`src/rtl/sarcc_pkg.sv`:
```
// Package for the successive-approximation conversion control block.
// Assumes a single 25 MHz clock and an analog front end driven by these controls.
package sarcc_pkg;
    localparam int RES_BITS = 14;
    localparam logic [13:0] CODE_ZERO = 14'h0000;
    localparam logic [13:0] CODE_FULL = 14'h3fff;
    localparam logic [13:0] CODE_MID = 14'h2000;
    localparam logic [3:0] MSB_INDEX = 4'hd;
    // Clock and conversion timing
    localparam int CLOCK_HZ = 25000000;
    localparam int MAX_RATE_SPS = 250000;
    localparam int CYCLES_PER_SAMPLE = CLOCK_HZ / MAX_RATE_SPS;
    // Conversion clock divider: one enable per CONV_DIV + 1 system clocks
    localparam logic [1:0] CONV_DIV = 2'h1;

    typedef enum logic [2:0] {
        SARCC_ACQUIRE = 3'h0,
        SARCC_OPEN_SW = 3'h1,
        SARCC_HOLD = 3'h2,
        SARCC_TRIAL = 3'h3,
        SARCC_DECIDE = 3'h4,
        SARCC_FINISH = 3'h5
    } sarcc_state_t;

    // Analog switch controls as one group
    typedef struct packed {
        logic positive_sample_switch;
        logic negative_sample_switch;
        logic inputs_connected;
        logic powered;
    } sarcc_analog_t;
endpackage : sarcc_pkg

```
`src/rtl/sarcc_control.sv`:
```
// Successive-approximation conversion control, 14 bits, MSB first.
// Assumes the comparator and range flags are synchronous to clock.
// Summary of operation
// - Rising convert_start ends acquisition and begins a conversion.
// - Open both sample switches first, then ground the arrays.
// - Fourteen binary-weighted trial steps, most significant bit first.
// - After search, return to acquisition, present code and busy.
// - Sequence paced by internal conversion clock, no serial clock used.
// - Result belongs to the sample taken at that same start.
// - Supports 250 kSPS and powers down between conversions.
// - Output is 14-bit straight binary, midscale 0x2000.
// - Over-range input saturates at all ones.
// - Under-range input clamps at all zeros.
// - A started conversion completes whatever convert_start does.
`timescale 1ns/10ps
`default_nettype none
module sarcc_control (
    // Clock and reset
    input wire logic clock,
    input wire logic reset_n,
    // Host start
    input wire logic convert_start,
    // Comparator: high when trial does not exceed held input
    input wire logic comparator_keep,
    input wire logic over_range,
    input wire logic under_range,
    // Analog controls
    output sarcc_pkg::sarcc_analog_t analog,
    output logic [13:0] dac_code,
    // Result
    output logic [13:0] result,
    output logic result_ready,
    output logic busy
);
    sarcc_pkg::sarcc_state_t state, next_state;
    logic start_prev;
    logic [1:0] div_count;
    logic [3:0] bit_index;
    logic [13:0] trial;
    logic over_seen, under_seen;

    // One-hot weight of a trial bit
    function automatic logic [13:0] onehot(input logic [3:0] idx);
        onehot = 14'h0001 << idx;
    endfunction : onehot

    wire start_edge = convert_start & ~start_prev;
    wire conv_tick = (div_count == sarcc_pkg::CONV_DIV);
    // Search ends after the least significant trial
    wire last_bit = (bit_index == 4'h0);
    wire [13:0] kept = comparator_keep ? trial : (trial & ~onehot(bit_index));
    // saturation, straight binary otherwise
    // Over-range wins over under-range
    wire [13:0] final_code = over_seen ? sarcc_pkg::CODE_FULL :
                             under_seen ? sarcc_pkg::CODE_ZERO : kept;

    always_comb begin
        next_state = state;
        unique case (state)
            sarcc_pkg::SARCC_ACQUIRE: if (start_edge) next_state = sarcc_pkg::SARCC_OPEN_SW;
            sarcc_pkg::SARCC_OPEN_SW: if (conv_tick) next_state = sarcc_pkg::SARCC_HOLD;
            sarcc_pkg::SARCC_HOLD: if (conv_tick) next_state = sarcc_pkg::SARCC_TRIAL;
            sarcc_pkg::SARCC_TRIAL: if (conv_tick) next_state = sarcc_pkg::SARCC_DECIDE;
            sarcc_pkg::SARCC_DECIDE: begin
                if (conv_tick) begin
                    next_state = last_bit ? sarcc_pkg::SARCC_FINISH : sarcc_pkg::SARCC_TRIAL;
                end
            end
            sarcc_pkg::SARCC_FINISH: next_state = sarcc_pkg::SARCC_ACQUIRE;
            default: next_state = sarcc_pkg::SARCC_ACQUIRE;
        endcase
    end

    always_ff @(posedge clock or negedge reset_n) begin
        if (!reset_n) begin
            state <= sarcc_pkg::SARCC_ACQUIRE;
            start_prev <= 1'b0;
            div_count <= 2'h0;
        end else begin
            state <= next_state;
            start_prev <= convert_start;
            // Divider restarts on each tick so the pace follows CONV_DIV
            div_count <= (state == sarcc_pkg::SARCC_ACQUIRE || conv_tick) ? 2'h0 :
                         div_count + 2'h1;
        end
    end

    always_ff @(posedge clock or negedge reset_n) begin
        if (!reset_n) begin
            bit_index <= sarcc_pkg::MSB_INDEX;
            trial <= sarcc_pkg::CODE_ZERO;
            over_seen <= 1'b0;
            under_seen <= 1'b0;
        end else if (state == sarcc_pkg::SARCC_HOLD && conv_tick) begin
            bit_index <= sarcc_pkg::MSB_INDEX;
            trial <= sarcc_pkg::CODE_MID;
            over_seen <= over_range;
            under_seen <= under_range;
        end else if (state == sarcc_pkg::SARCC_DECIDE && conv_tick) begin
            // keep bit on no overshoot, then try next
            trial <= last_bit ? kept : (kept | onehot(bit_index - 4'h1));
            if (!last_bit) bit_index <= bit_index - 4'h1;
        end
    end

    // result of this conversion, no pipeline
    always_ff @(posedge clock or negedge reset_n) begin
        if (!reset_n) begin
            result <= sarcc_pkg::CODE_ZERO;
            result_ready <= 1'b0;
        end else if (state == sarcc_pkg::SARCC_DECIDE && conv_tick && last_bit) begin
            result <= final_code;
            result_ready <= 1'b1;
        end else if (start_edge && state == sarcc_pkg::SARCC_ACQUIRE) begin
            result_ready <= 1'b0;
        end
    end

    wire acquiring = (state == sarcc_pkg::SARCC_ACQUIRE);
    // power only while converting; busy held to completion
    assign busy = ~acquiring;
    // Switches closed only while acquiring; arrays on the inputs while acquiring and in SARCC_OPEN_SW
    assign analog.positive_sample_switch = acquiring;
    assign analog.negative_sample_switch = acquiring;
    assign analog.inputs_connected = acquiring | (state == sarcc_pkg::SARCC_OPEN_SW);
    assign analog.powered = ~acquiring;
    assign dac_code = trial;

    chk_switch_order: assert property (@(posedge clock) disable iff (!reset_n)
        $rose(busy) |-> !analog.positive_sample_switch && analog.inputs_connected)
        else $error("switches not opened before disconnect");
    chk_start_begins: assert property (@(posedge clock) disable iff (!reset_n)
        (acquiring && start_edge) |=> busy)
        else $error("start did not begin conversion");
    chk_run_complete: assert property (@(posedge clock) disable iff (!reset_n)
        $rose(busy) |-> busy [*8])
        else $error("conversion cut short");
    chk_conv_length: assert property (@(posedge clock) disable iff (!reset_n)
        $rose(busy) |-> ##[60:62] !busy)
        else $error("conversion length wrong");
    chk_ready_end: assert property (@(posedge clock) disable iff (!reset_n)
        $rose(result_ready) |=> !busy)
        else $error("did not return to acquisition");
    chk_over_sat: assert property (@(posedge clock) disable iff (!reset_n)
        ($rose(result_ready) && over_seen) |-> result == sarcc_pkg::CODE_FULL)
        else $error("over-range not saturated");
    chk_under_clamp: assert property (@(posedge clock) disable iff (!reset_n)
        ($rose(result_ready) && under_seen && !over_seen) |-> result == sarcc_pkg::CODE_ZERO)
        else $error("under-range not clamped");
    chk_power_down: assert property (@(posedge clock) disable iff (!reset_n)
        !busy |-> !analog.powered && analog.positive_sample_switch)
        else $error("not powered down in acquisition");
    chk_trial_msb: assert property (@(posedge clock) disable iff (!reset_n)
        (state == sarcc_pkg::SARCC_TRIAL && bit_index == sarcc_pkg::MSB_INDEX)
        |-> dac_code == sarcc_pkg::CODE_MID)
        else $error("first trial not midscale");

    // Sequencing checks
    chk_neg_switch: assert property (@(posedge clock) disable iff (!reset_n)
        $rose(busy) |-> !analog.negative_sample_switch && analog.inputs_connected)
        else $error("negative switch not opened first");
    chk_arrays_grounded: assert property (@(posedge clock) disable iff (!reset_n)
        (state == sarcc_pkg::SARCC_HOLD) |-> !analog.inputs_connected)
        else $error("arrays still on inputs in hold");
    chk_start_refused: assert property (@(posedge clock) disable iff (!reset_n)
        (busy && state != sarcc_pkg::SARCC_FINISH && start_edge) |=> busy)
        else $error("start during conversion disturbed it");
    chk_tick_pace: assert property (@(posedge clock) disable iff (!reset_n)
        conv_tick |=> !conv_tick)
        else $error("conversion tick too fast");

    // Search checks
    chk_bit_step: assert property (@(posedge clock) disable iff (!reset_n)
        (state == sarcc_pkg::SARCC_DECIDE && conv_tick && !last_bit)
        |=> bit_index == $past(bit_index) - 4'h1)
        else $error("trial bit did not step down");
    chk_trial_set: assert property (@(posedge clock) disable iff (!reset_n)
        (state == sarcc_pkg::SARCC_TRIAL) |-> dac_code[bit_index])
        else $error("trial bit not set");
    chk_low_clear: assert property (@(posedge clock) disable iff (!reset_n)
        (state == sarcc_pkg::SARCC_TRIAL) |-> (dac_code & (onehot(bit_index) - 14'h1)) == 14'h0)
        else $error("bits below trial not clear");
    chk_drop_over: assert property (@(posedge clock) disable iff (!reset_n)
        (state == sarcc_pkg::SARCC_DECIDE && conv_tick && !comparator_keep && !last_bit)
        |=> !dac_code[$past(bit_index)])
        else $error("overshooting bit kept");
    chk_keep_bit: assert property (@(posedge clock) disable iff (!reset_n)
        (state == sarcc_pkg::SARCC_DECIDE && conv_tick && comparator_keep && !last_bit)
        |=> dac_code[$past(bit_index)])
        else $error("good bit dropped");

    // Result checks
    chk_ready_clear: assert property (@(posedge clock) disable iff (!reset_n)
        (acquiring && start_edge) |=> !result_ready)
        else $error("ready not cleared by start");
    chk_result_hold: assert property (@(posedge clock) disable iff (!reset_n)
        (acquiring && $past(acquiring)) |-> $stable(result))
        else $error("result changed while acquiring");
    chk_busy_ready: assert property (@(posedge clock) disable iff (!reset_n)
        $fell(busy) |-> result_ready)
        else $error("busy fell without result");
    chk_range_capture: assert property (@(posedge clock) disable iff (!reset_n)
        (state == sarcc_pkg::SARCC_HOLD && conv_tick) |=> over_seen == $past(over_range))
        else $error("over-range not captured at hold");

    // Power and rate checks
    chk_powered_busy: assert property (@(posedge clock) disable iff (!reset_n)
        busy |-> analog.powered)
        else $error("not powered while converting");
    chk_rate_fit: assert property (@(posedge clock) disable iff (!reset_n)
        $rose(busy) |-> ##[1:95] !busy)
        else $error("conversion too long for full rate");

    // Scenario coverage
    cov_conversion: cover property (@(posedge clock) disable iff (!reset_n) $rose(result_ready));
    cov_over: cover property (@(posedge clock) disable iff (!reset_n) $rose(result_ready) && over_seen);
    cov_restart: cover property (@(posedge clock) disable iff (!reset_n) $fell(busy) ##[1:20] busy);
    cov_under: cover property (@(posedge clock) disable iff (!reset_n) $rose(result_ready) && under_seen);
    cov_refused: cover property (@(posedge clock) disable iff (!reset_n) busy && start_edge);
endmodule : sarcc_control
`default_nettype wire

```
`config.mk`:
```
export PLATFORM = sky130hd
export DESIGN_NAME = sarcc_control
export DESIGN_NICKNAME = d
export VERILOG_FILES = /design/src/rtl/sarcc_pkg.sv /design/src/rtl/sarcc_control.sv
export SDC_FILE = /design/constraint.sdc
export NUM_CORES = 1
export LEC_CHECK = 0
export ABC_AREA = 1
export BUFFER_PORTS_ARGS = -buffer_cell sky130_fd_sc_hd__buf_4
export CAP_MARGIN = 25
export CORE_MARGIN = 2
export CORE_UTILIZATION = 40
export CTS_CLUSTER_DIAMETER = 100
export CTS_CLUSTER_SIZE = 24
export DETAILED_ROUTE_END_ITERATION = 8
export PLACE_DENSITY = 0.63
export RECOVER_POWER = 50
export SETUP_SLACK_MARGIN = 0.4
export SLEW_MARGIN = 25
export SYNTH_ARGS = -nofsm -noshare
export SYNTH_HDL_FRONTEND = slang
export SYNTH_SLANG_ARGS = --single-unit
```
`constraint.sdc`:
```
create_clock -name clock -period 3.4 [get_ports clock]
set_input_delay 0.34 -clock clock [delete_from_list [all_inputs] [get_ports clock]]
set_output_delay 0.34 -clock clock [all_outputs]
set_load 0.1 [all_outputs]
```
==> results of run 1 <==
==> Yosys cell counts <==
cell	number	area share, %
a21o_1	1	0.33
a21oi_1	4	0.89
a21oi_2	10	3.9
buf_2	3	0.67
buf_4	4	1.3
buf_6	2	1.0
clkbuf_1	1	0.17
clkinv_1	1	0.17
dfrtp_1	38	42
dfstp_2	3	3.5
ha_1	6	3.3
inv_1	16	2.7
inv_2	2	0.33
inv_4	1	0.28
nand2_1	116	19
nand2_4	1	0.50
nand3_1	13	2.9
nand3_4	1	0.78
nand4_1	3	0.83
nor2_1	28	4.7
nor2_4	3	1.5
nor3_1	2	0.44
o211ai_1	9	3.0
o21a_1	1	0.33
o21ai_0	16	3.6
o21ai_1	5	1.1
o21ai_2	1	0.39
==> kinds of logic after synthesis <==
group | count (synthesis)
flops | 41
compound gates | 47
fa+ha+maj | 6
buf+inv | 30
simple gates | 167
==> flip-flops by register name (all words and copies together) (netlist names), 2 cells and up <==
signal / cells
bit_index: 4
dac_code: 14
div_count: 2
result: 14
state: 3
==> how the worst min path moves through the flow <==
stage / startpoint / endpoint / slack [ns] / cells after the start
after floorplan: reset_n / bit_index[1] / 0.04 / 0
after CTS: reset_n / under_seen / 0.03 / 1
final: convert_start / start_prev / 0.18 / 1
after global routing: convert_start / start_prev / 0.17 / 1
after detailed placement: reset_n / result[1] / 0.36 / 1
after global placement: reset_n / result[1] / 0.35 / 1
==> worst max-delay path: cells and delay by family (launching register included) <==
family	cells	cell delay [ns]
AND/OR/NAND/NOR	2	0.54
flip-flops	1	0.44
buffers and inverters	2	0.47
==> per-layer routing <==
layer	GRT usage, %	share of wire, %
met1	23.7	47
met2	28.8	47
met4	5.00	1.0
met5	0	0
met3	3.07	4.4
==> layout make-up <==
class / instances / area (um^2)
tap: 72 / 90.1
sequential: 41 / 1030
multi-input combinational: 220 / 1070
timing repair buffer: 39 / 236
inverter: 20 / 77.6
fill: 563 / 2850
clock buffer: 7 / 86.3
clock inverter: 1 / 30.0
==> metrics by stage <==
stage | hold WS (ns) | util, % | instance area (um^2)
detailed placement | 0.355 | 46.9 | 2570
global placement | 0.353 | 46.9 | 2570
global route | 0.174 | 47.9 | 2620
floorplan | 0.0444 | - | 2250
CTS | 0.0347 | 49.0 | 2680
finish | 0.185 | 47.9 | 2620
==> results.json, run 1 <==
{
  "outcome": "complete, but fails checks",
  "violations": "max-capacitance violations, max-slew violations",
  "reg2reg_slack_ns": 1.47,
  "worstSetupPathType": "flop to output port",
  "setup_violations": 0,
  "post_drt_wl_per_cell_um": 12.7,
  "hold_path.class": "input pin to flop",
  "drive_gt1_share_pct": 15.9,
  "diodes": 0,
  "start_util_pct": 41.2,
  "dp_slack_ns": 1.54,
  "tns_ns": 0,
  "cts_sinks": 41,
  "fmax_mhz": 481,
  "insertion_delay_ns": 0.29,
  "firstDrtPassIters": 4,
  "path_clk_slew_ns": 0.08,
  "synth.distinct_cells": 27,
  "drc": 0,
  "seq_area_frac_synth_pct": 45.7,
  "final_cells": 400,
  "io_pins": 40,
  "synth.mux.area_fraction_pct": 0,
  "cts_tree": "done",
  "drt_iter0_drc": 119,
  "num-nets-final": 339,
  "slowest_stage": "dfrtp_1",
  "relSlewSlack_pct": -43.2,
  "die-width_um": 79.1,
  "cts_resized": 0,
  "synthXorXnorAreaFrac_pct": 0,
  "max-cap-violations": 1,
  "end_kind": "output port",
  "root_buffer": "clkbuf_8",
  "critPathLaunch": "state[1]",
  "clockBufferDepth": 2,
  "dp.cells": 392,
  "syn_area_per_cell_um2": 7.75,
  "yosys_warnings": 0,
  "cts_buffers": 5,
  "totalWireLength_um": 5090,
  "syn_to_final_growth_pct": 16.1,
  "layout_commonest_cell": "nand2_1",
  "grt_pass1_wl_um": 8640,
  "core_mm2": 0.00547,
  "gp_congestion": 0.878,
  "r2r-end": "result[10]",
  "reg2regPathDepth": 6,
  "worstPathCellList": "nor2_1, nand2_1, inv_1, buf_4",
  "synth_area_mm2": 0.00225,
  "clock_skew_ns": 0.00315,
  "grt_max_degree": 42,
  "synth_top_family_by_area": "simple AND/OR/NAND/NOR gates",
  "period_needed_ns": 2.08,
  "drtAntennaViolNets": 0,
  "critical-path-max-stage-delay_ns": 0.44,
  "yosys.area_share.simple_pct": 30.9,
  "rows": 27,
  "die_area_mm2": 0.00625,
  "overflow": 0,
  "path_max_fanout": 7,
  "worstSetupEndpoint": "analog[3]",
  "synthAdderAreaFrac_pct": 3.33,
  "layout_common_cells": "116 x nand2_1, 38 x dfrtp_1, 29 x nor2_1, 23 x buf_4",
  "grtUsageTotal_pct": 17.5,
  "syn-num-nets": 303,
  "synth_compound_area_share_pct": 13.5,
  "ys_seq_elements": 41,
  "grt_antenna_before_repair": 0,
  "reg2reg_from": "state[1]",
  "vias_per_cell": 4.97,
  "period_share_pct": 61.2,
  "num_vias": 1987,
  "postCtsSetupBuffers": 0,
  "setup_ws_ns": 1.32,
  "die_h_um": 79.1,
  "rsz0062_at_grt": "false",
  "cts_hold_buf": 0,
  "finalHoldViolCount": 0,
  "ctsHtreeMaxLevel": 2,
  "hpwlAfterDp_um": 3730,
  "synth_cells": 291,
  "cp.required_ns": 3.06,
  "portBuffers": 39,
  "first_global_vias": 1823,
  "maxSlewViolCount": 42,
  "critPathArrivalTime_ns": 1.74,
  "start_kind": "flop",
  "tightest_slew_ns": 2.15
}
Power of run 1 is left out: the tool's default activity adds up to more than one toggle a clock period on the data nets, which glitch-free logic cannot reach.
==> run 2: changes to the inputs <==
Settings changed: PLACE_DENSITY 0.63 to 0.66.
Clock period 3.4 ns to 1.8 ns, I/O delays scaled along.
==> results.json, run 2 (synthesized netlist as in run 1, its figures left out) <==
{
  "gp_congestion": 0.856,
  "io_pins": 40,
  "relSlewSlack_pct": 31.8,
  "tns_ns": 0,
  "clock_skew_ns": 0.00896,
  "hold_path.class": "input pin to flop",
  "layout_common_cells": "99 x nand2_1, 37 x buf_4, 35 x dfrtp_1, 15 x clkbuf_2, 13 x nor2_1",
  "setup_violations": 0,
  "worstPathCellList": "nor2_1, buf_6, nand2_8, inv_8, buf_12",
  "drc": 0,
  "clockBufferDepth": 2,
  "insertion_delay_ns": 0.30,
  "whs_ns": 0.0828,
  "multi_input_area_mm2": 0.00132,
  "path_max_fanout": 5,
  "diodes": 0,
  "cp.required_ns": 1.62,
  "fmax_mhz": 647,
  "rows": 27,
  "register_area_mm2": 0.00103,
  "hpwlAfterDp_um": 3840,
  "setup_ws_ns": 0.254,
  "totalWireLength_um": 5740,
  "drtAntennaViolNets": 0,
  "max-cap-violations": 0,
  "vias_per_cell": 5.07,
  "die_h_um": 79.1,
  "path_clk_slew_ns": 0.09,
  "period_needed_ns": 1.55,
  "num_vias": 2153,
  "grt_antenna_before_repair": 0,
  "critPathArrivalTime_ns": 1.37,
  "num-nets-final": 364,
  "tightest_slew_ns": 1.02,
  "end_kind": "output port",
  "period_share_pct": 85.9,
  "overflow": 0,
  "rsz0062_at_grt": "true",
  "layout_commonest_cell": "nand2_1",
  "post_drt_wl_per_cell_um": 13.5,
  "core_mm2": 0.00547,
  "die_area_mm2": 0.00625,
  "maxSlewViolCount": 0,
  "cts_sinks": 41,
  "outcome": "finished, final reports clean",
  "dp_slack_ns": 0.136,
  "grt_max_degree": 42,
  "cts_tree": "done",
  "start_util_pct": 41.2,
  "worstSetupPathType": "flop to output port",
  "critical-path-max-stage-delay_ns": 0.43,
  "grt_pass1_wl_um": 9810,
  "slowest_stage": "dfrtp_2",
  "root_buffer": "clkbuf_8",
  "grtUsageTotal_pct": 19.7,
  "drt_iter0_drc": 167,
  "fillers": 495,
  "start_kind": "flop",
  "ctsHtreeMaxLevel": 2,
  "portBuffers": 39,
  "finalHoldViolCount": 0,
  "cts_buffers": 5,
  "firstDrtPassIters": 4,
  "first_global_vias": 2113,
  "syn_to_final_growth_pct": 40.5,
  "drive_gt1_share_pct": 41.4,
  "die-width_um": 79.1
}
-- run 2: cell count changes in the layout (fill, tap and decap cells not counted), sizes merged --
cell / change
bufinv: -1
dlygate4sd3: +2
inv: -1
clkinvlp: +5
buf: +22
clkbuf: -2
-- run 2: cell type report --
| class | count | area share (%) |
|---|---|---|
| Multi-Input combinational cell | 220 | 41.8 |
| Sequential cell | 41 | 32.6 |
| Timing Repair Buffer | 63 | 16.1 |
| Inverter | 20 | 3.59 |
| Tap cell | 72 | 2.84 |
| Clock buffer | 5 | 2.17 |
| Clock inverter | 3 | 0.671 |
| Timing Repair inverter | 1 | 0.237 |
-- run 2: worst paths after layout --
path	start	end	slack (ns)	cells past startpoint
worst max-delay path	state[1]	analog[3]	0.25	5
worst min-delay path	over_range	over_seen	0.08	3
worst max register to register	state[1]	dac_code[3]	0.30	7
worst min register to register	result_ready	result_ready	0.50	2
max in group asynchronous	reset_n	dac_code[12]	0.51	2
min in group asynchronous	reset_n	result[1]	0.59	2
-- run 2: timing repair --
item                       CTS  global route
gates cloned                 1             0
hold buffers                 2             0
hold endpoints to repair    39             0
setup buffers               15             5
pin swaps                   13            11
setup endpoints to repair   38            40
gates resized for setup     48            28
-- run 2: layer usage --
layer	up-vias	share of wire, %	track usage, %
met5	-	0	0
met4	0	1.3	5.34
met3	9	4.1	4.09
met2	47	51	35.4
met1	1039	43	23.8
li1	1058	-	-
-- run 2: critical path: cells and delay by family (launching register included) --
kind / cells / cell delay [ns]
buf+inv: 3 / 0.38
flops: 1 / 0.43
simple gates: 2 / 0.24
-- run 2: through the flow --
| step | util [%] | area, um^2 | cells |
|---|---|---|---|
| after floorplan | - | 2380 | 291 |
| after global placement | 48.9 | 2680 | 394 |
| after detailed placement | 48.9 | 2680 | 394 |
| after CTS | 56.4 | 3090 | 420 |
| after global routing | 57.9 | 3170 | 425 |
| final | 57.9 | 3170 | 425 |
Power of run 2 is left out for the same reason.
==> run 3: changes to the inputs <==
Settings changed: SETUP_SLACK_MARGIN 0.4 to default.
==> results.json, run 3 (synthesized netlist as in run 1, its figures left out) <==
{
  "outcome": "finished, final reports clean",
  "multi_input_area_mm2": 0.00111,
  "dp_slack_ns": 0.0130,
  "period_share_pct": 94.3,
  "start_kind": "flop",
  "cp.required_ns": 1.62,
  "tns_ns": 0,
  "clockBufferDepth": 2,
  "overflow": 0,
  "first_global_vias": 1830,
  "path_clk_slew_ns": 0.08,
  "cts_tree": "done",
  "reg2reg_from": "bit_index[0]",
  "grtUsageTotal_pct": 17.8,
  "highest_layer": "met4",
  "finalHoldViolCount": 0,
  "grt_antenna_before_repair": 0,
  "final_core_util_pct": 49.5,
  "setup_violations": 0,
  "totalWireLength_um": 5130,
  "critPathArrivalTime_ns": 1.52,
  "met3_length_um": 235,
  "clock_skew_ns": 0.00402,
  "maxSlewViolCount": 0,
  "drt-met1-wl_um": 2380,
  "hpwlAfterDp_um": 3740,
  "layout_commonest_cell": "nand2_1",
  "period_needed_ns": 1.70,
  "firstDrtPassIters": 4,
  "post_drt_wl_per_cell_um": 12.6,
  "wl_met2_um": 2450,
  "die_area_mm2": 0.00625,
  "fmax_mhz": 589,
  "layout_common_cells": "112 x nand2_1, 38 x dfrtp_1, 28 x nor2_1, 27 x buf_4",
  "num_vias": 2020,
  "drc": 0,
  "drive_gt1_share_pct": 24.0,
  "grt_pass1_wl_um": 8670,
  "root_buffer": "clkbuf_8",
  "critPathLaunch": "state[1]",
  "grt_max_degree": 42,
  "hold_path.class": "input pin to flop",
  "gp_congestion": 0.903,
  "insertion_delay_ns": 0.29,
  "vias_per_cell": 4.98,
  "tightest_slew_ns": 1.02,
  "ctsHtreeMaxLevel": 2,
  "reg2reg_slack_ns": 0.16,
  "rows": 27,
  "diodes": 0,
  "path_max_fanout": 7,
  "drtAntennaViolNets": 0,
  "relSlewSlack_pct": 32.2,
  "cts_sinks": 41,
  "cts_buffers": 5,
  "syn_to_final_growth_pct": 20.2,
  "die_h_um": 79.1,
  "fillers": 544,
  "start_util_pct": 41.2,
  "rsz0062_at_grt": "false",
  "drt_iter0_drc": 142,
  "hold_start": "over_range",
  "portBuffers": 39,
  "register_area_mm2": 0.00103,
  "io_pins": 40,
  "setup_ws_ns": 0.102,
  "num-nets-final": 345,
  "core_mm2": 0.00547,
  "end_kind": "output port",
  "worstSetupPathType": "flop to output port",
  "die-width_um": 79.1,
  "max-cap-violations": 0
}
run 3: changes by cell type in the layout (fill, tap and decap cells not counted), moves of 4 or more:
cell        before  now
buf_4           37   27
clkinvlp_4       5    1
ha_4             5    0
inv_1            6   16
nand2_1         99  112
nand2_2         10    3
nor2_1          13   28
nor2_2          12    0
o21ai_0         11   16
o21ai_1          9    5
run 3: layer usage:
layer | track usage [%] | vias to the layer above
li1 | - | 1018
met1 | 23.2 | 949
met2 | 29.3 | 49
met3 | 3.98 | 4
met4 | 5.86 | 0
met5 | 0 | -
run 3: worst paths after layout:
| path | end | cells after the start |
|---|---|---|
| hold / removal | over_seen | 3 |
| setup / recovery | analog[3] | 4 |
| min in group asynchronous | result[11] | 2 |
| max in group asynchronous | dac_code[7] | 2 |
| setup reg to reg | result[12] | 7 |
| hold reg to reg | div_count[0] | 1 |
run 3: metrics by stage:
step	instance area [um^2]	instances	hold WS (ns)
floorplan	2260	291	-0.116
global placement	2590	394	0.188
detailed placement	2590	394	0.193
CTS	2700	404	0.0818
global route	2710	406	0.0847
finish	2710	406	0.0846
run 3: repair_timing:
action | in CTS | in global routing
endpoints found under the setup margin | 0 | 31
buffers inserted | 0 | 2
hold endpoints to repair | 39 | 0
hold buffers | 2 | 0
gates resized for setup | 0 | 6
run 3: worst max-delay path: stages (launching register included):
cell,delay [ns]
dfrtp_1,0.47
nor2_4,0.20
nand2_2,0.13
inv_1,0.13
buf_4,0.30
run 3: layout make-up:
cell class	instances	area share (%)
Clock buffer	5	2.54
Clock inverter	3	0.646
Inverter	20	2.86
Multi-Input combinational cell	220	40.8
Sequential cell	41	38.0
Tap cell	72	3.32
Timing Repair Buffer	45	11.8
Power of run 3 is left out for the same reason.
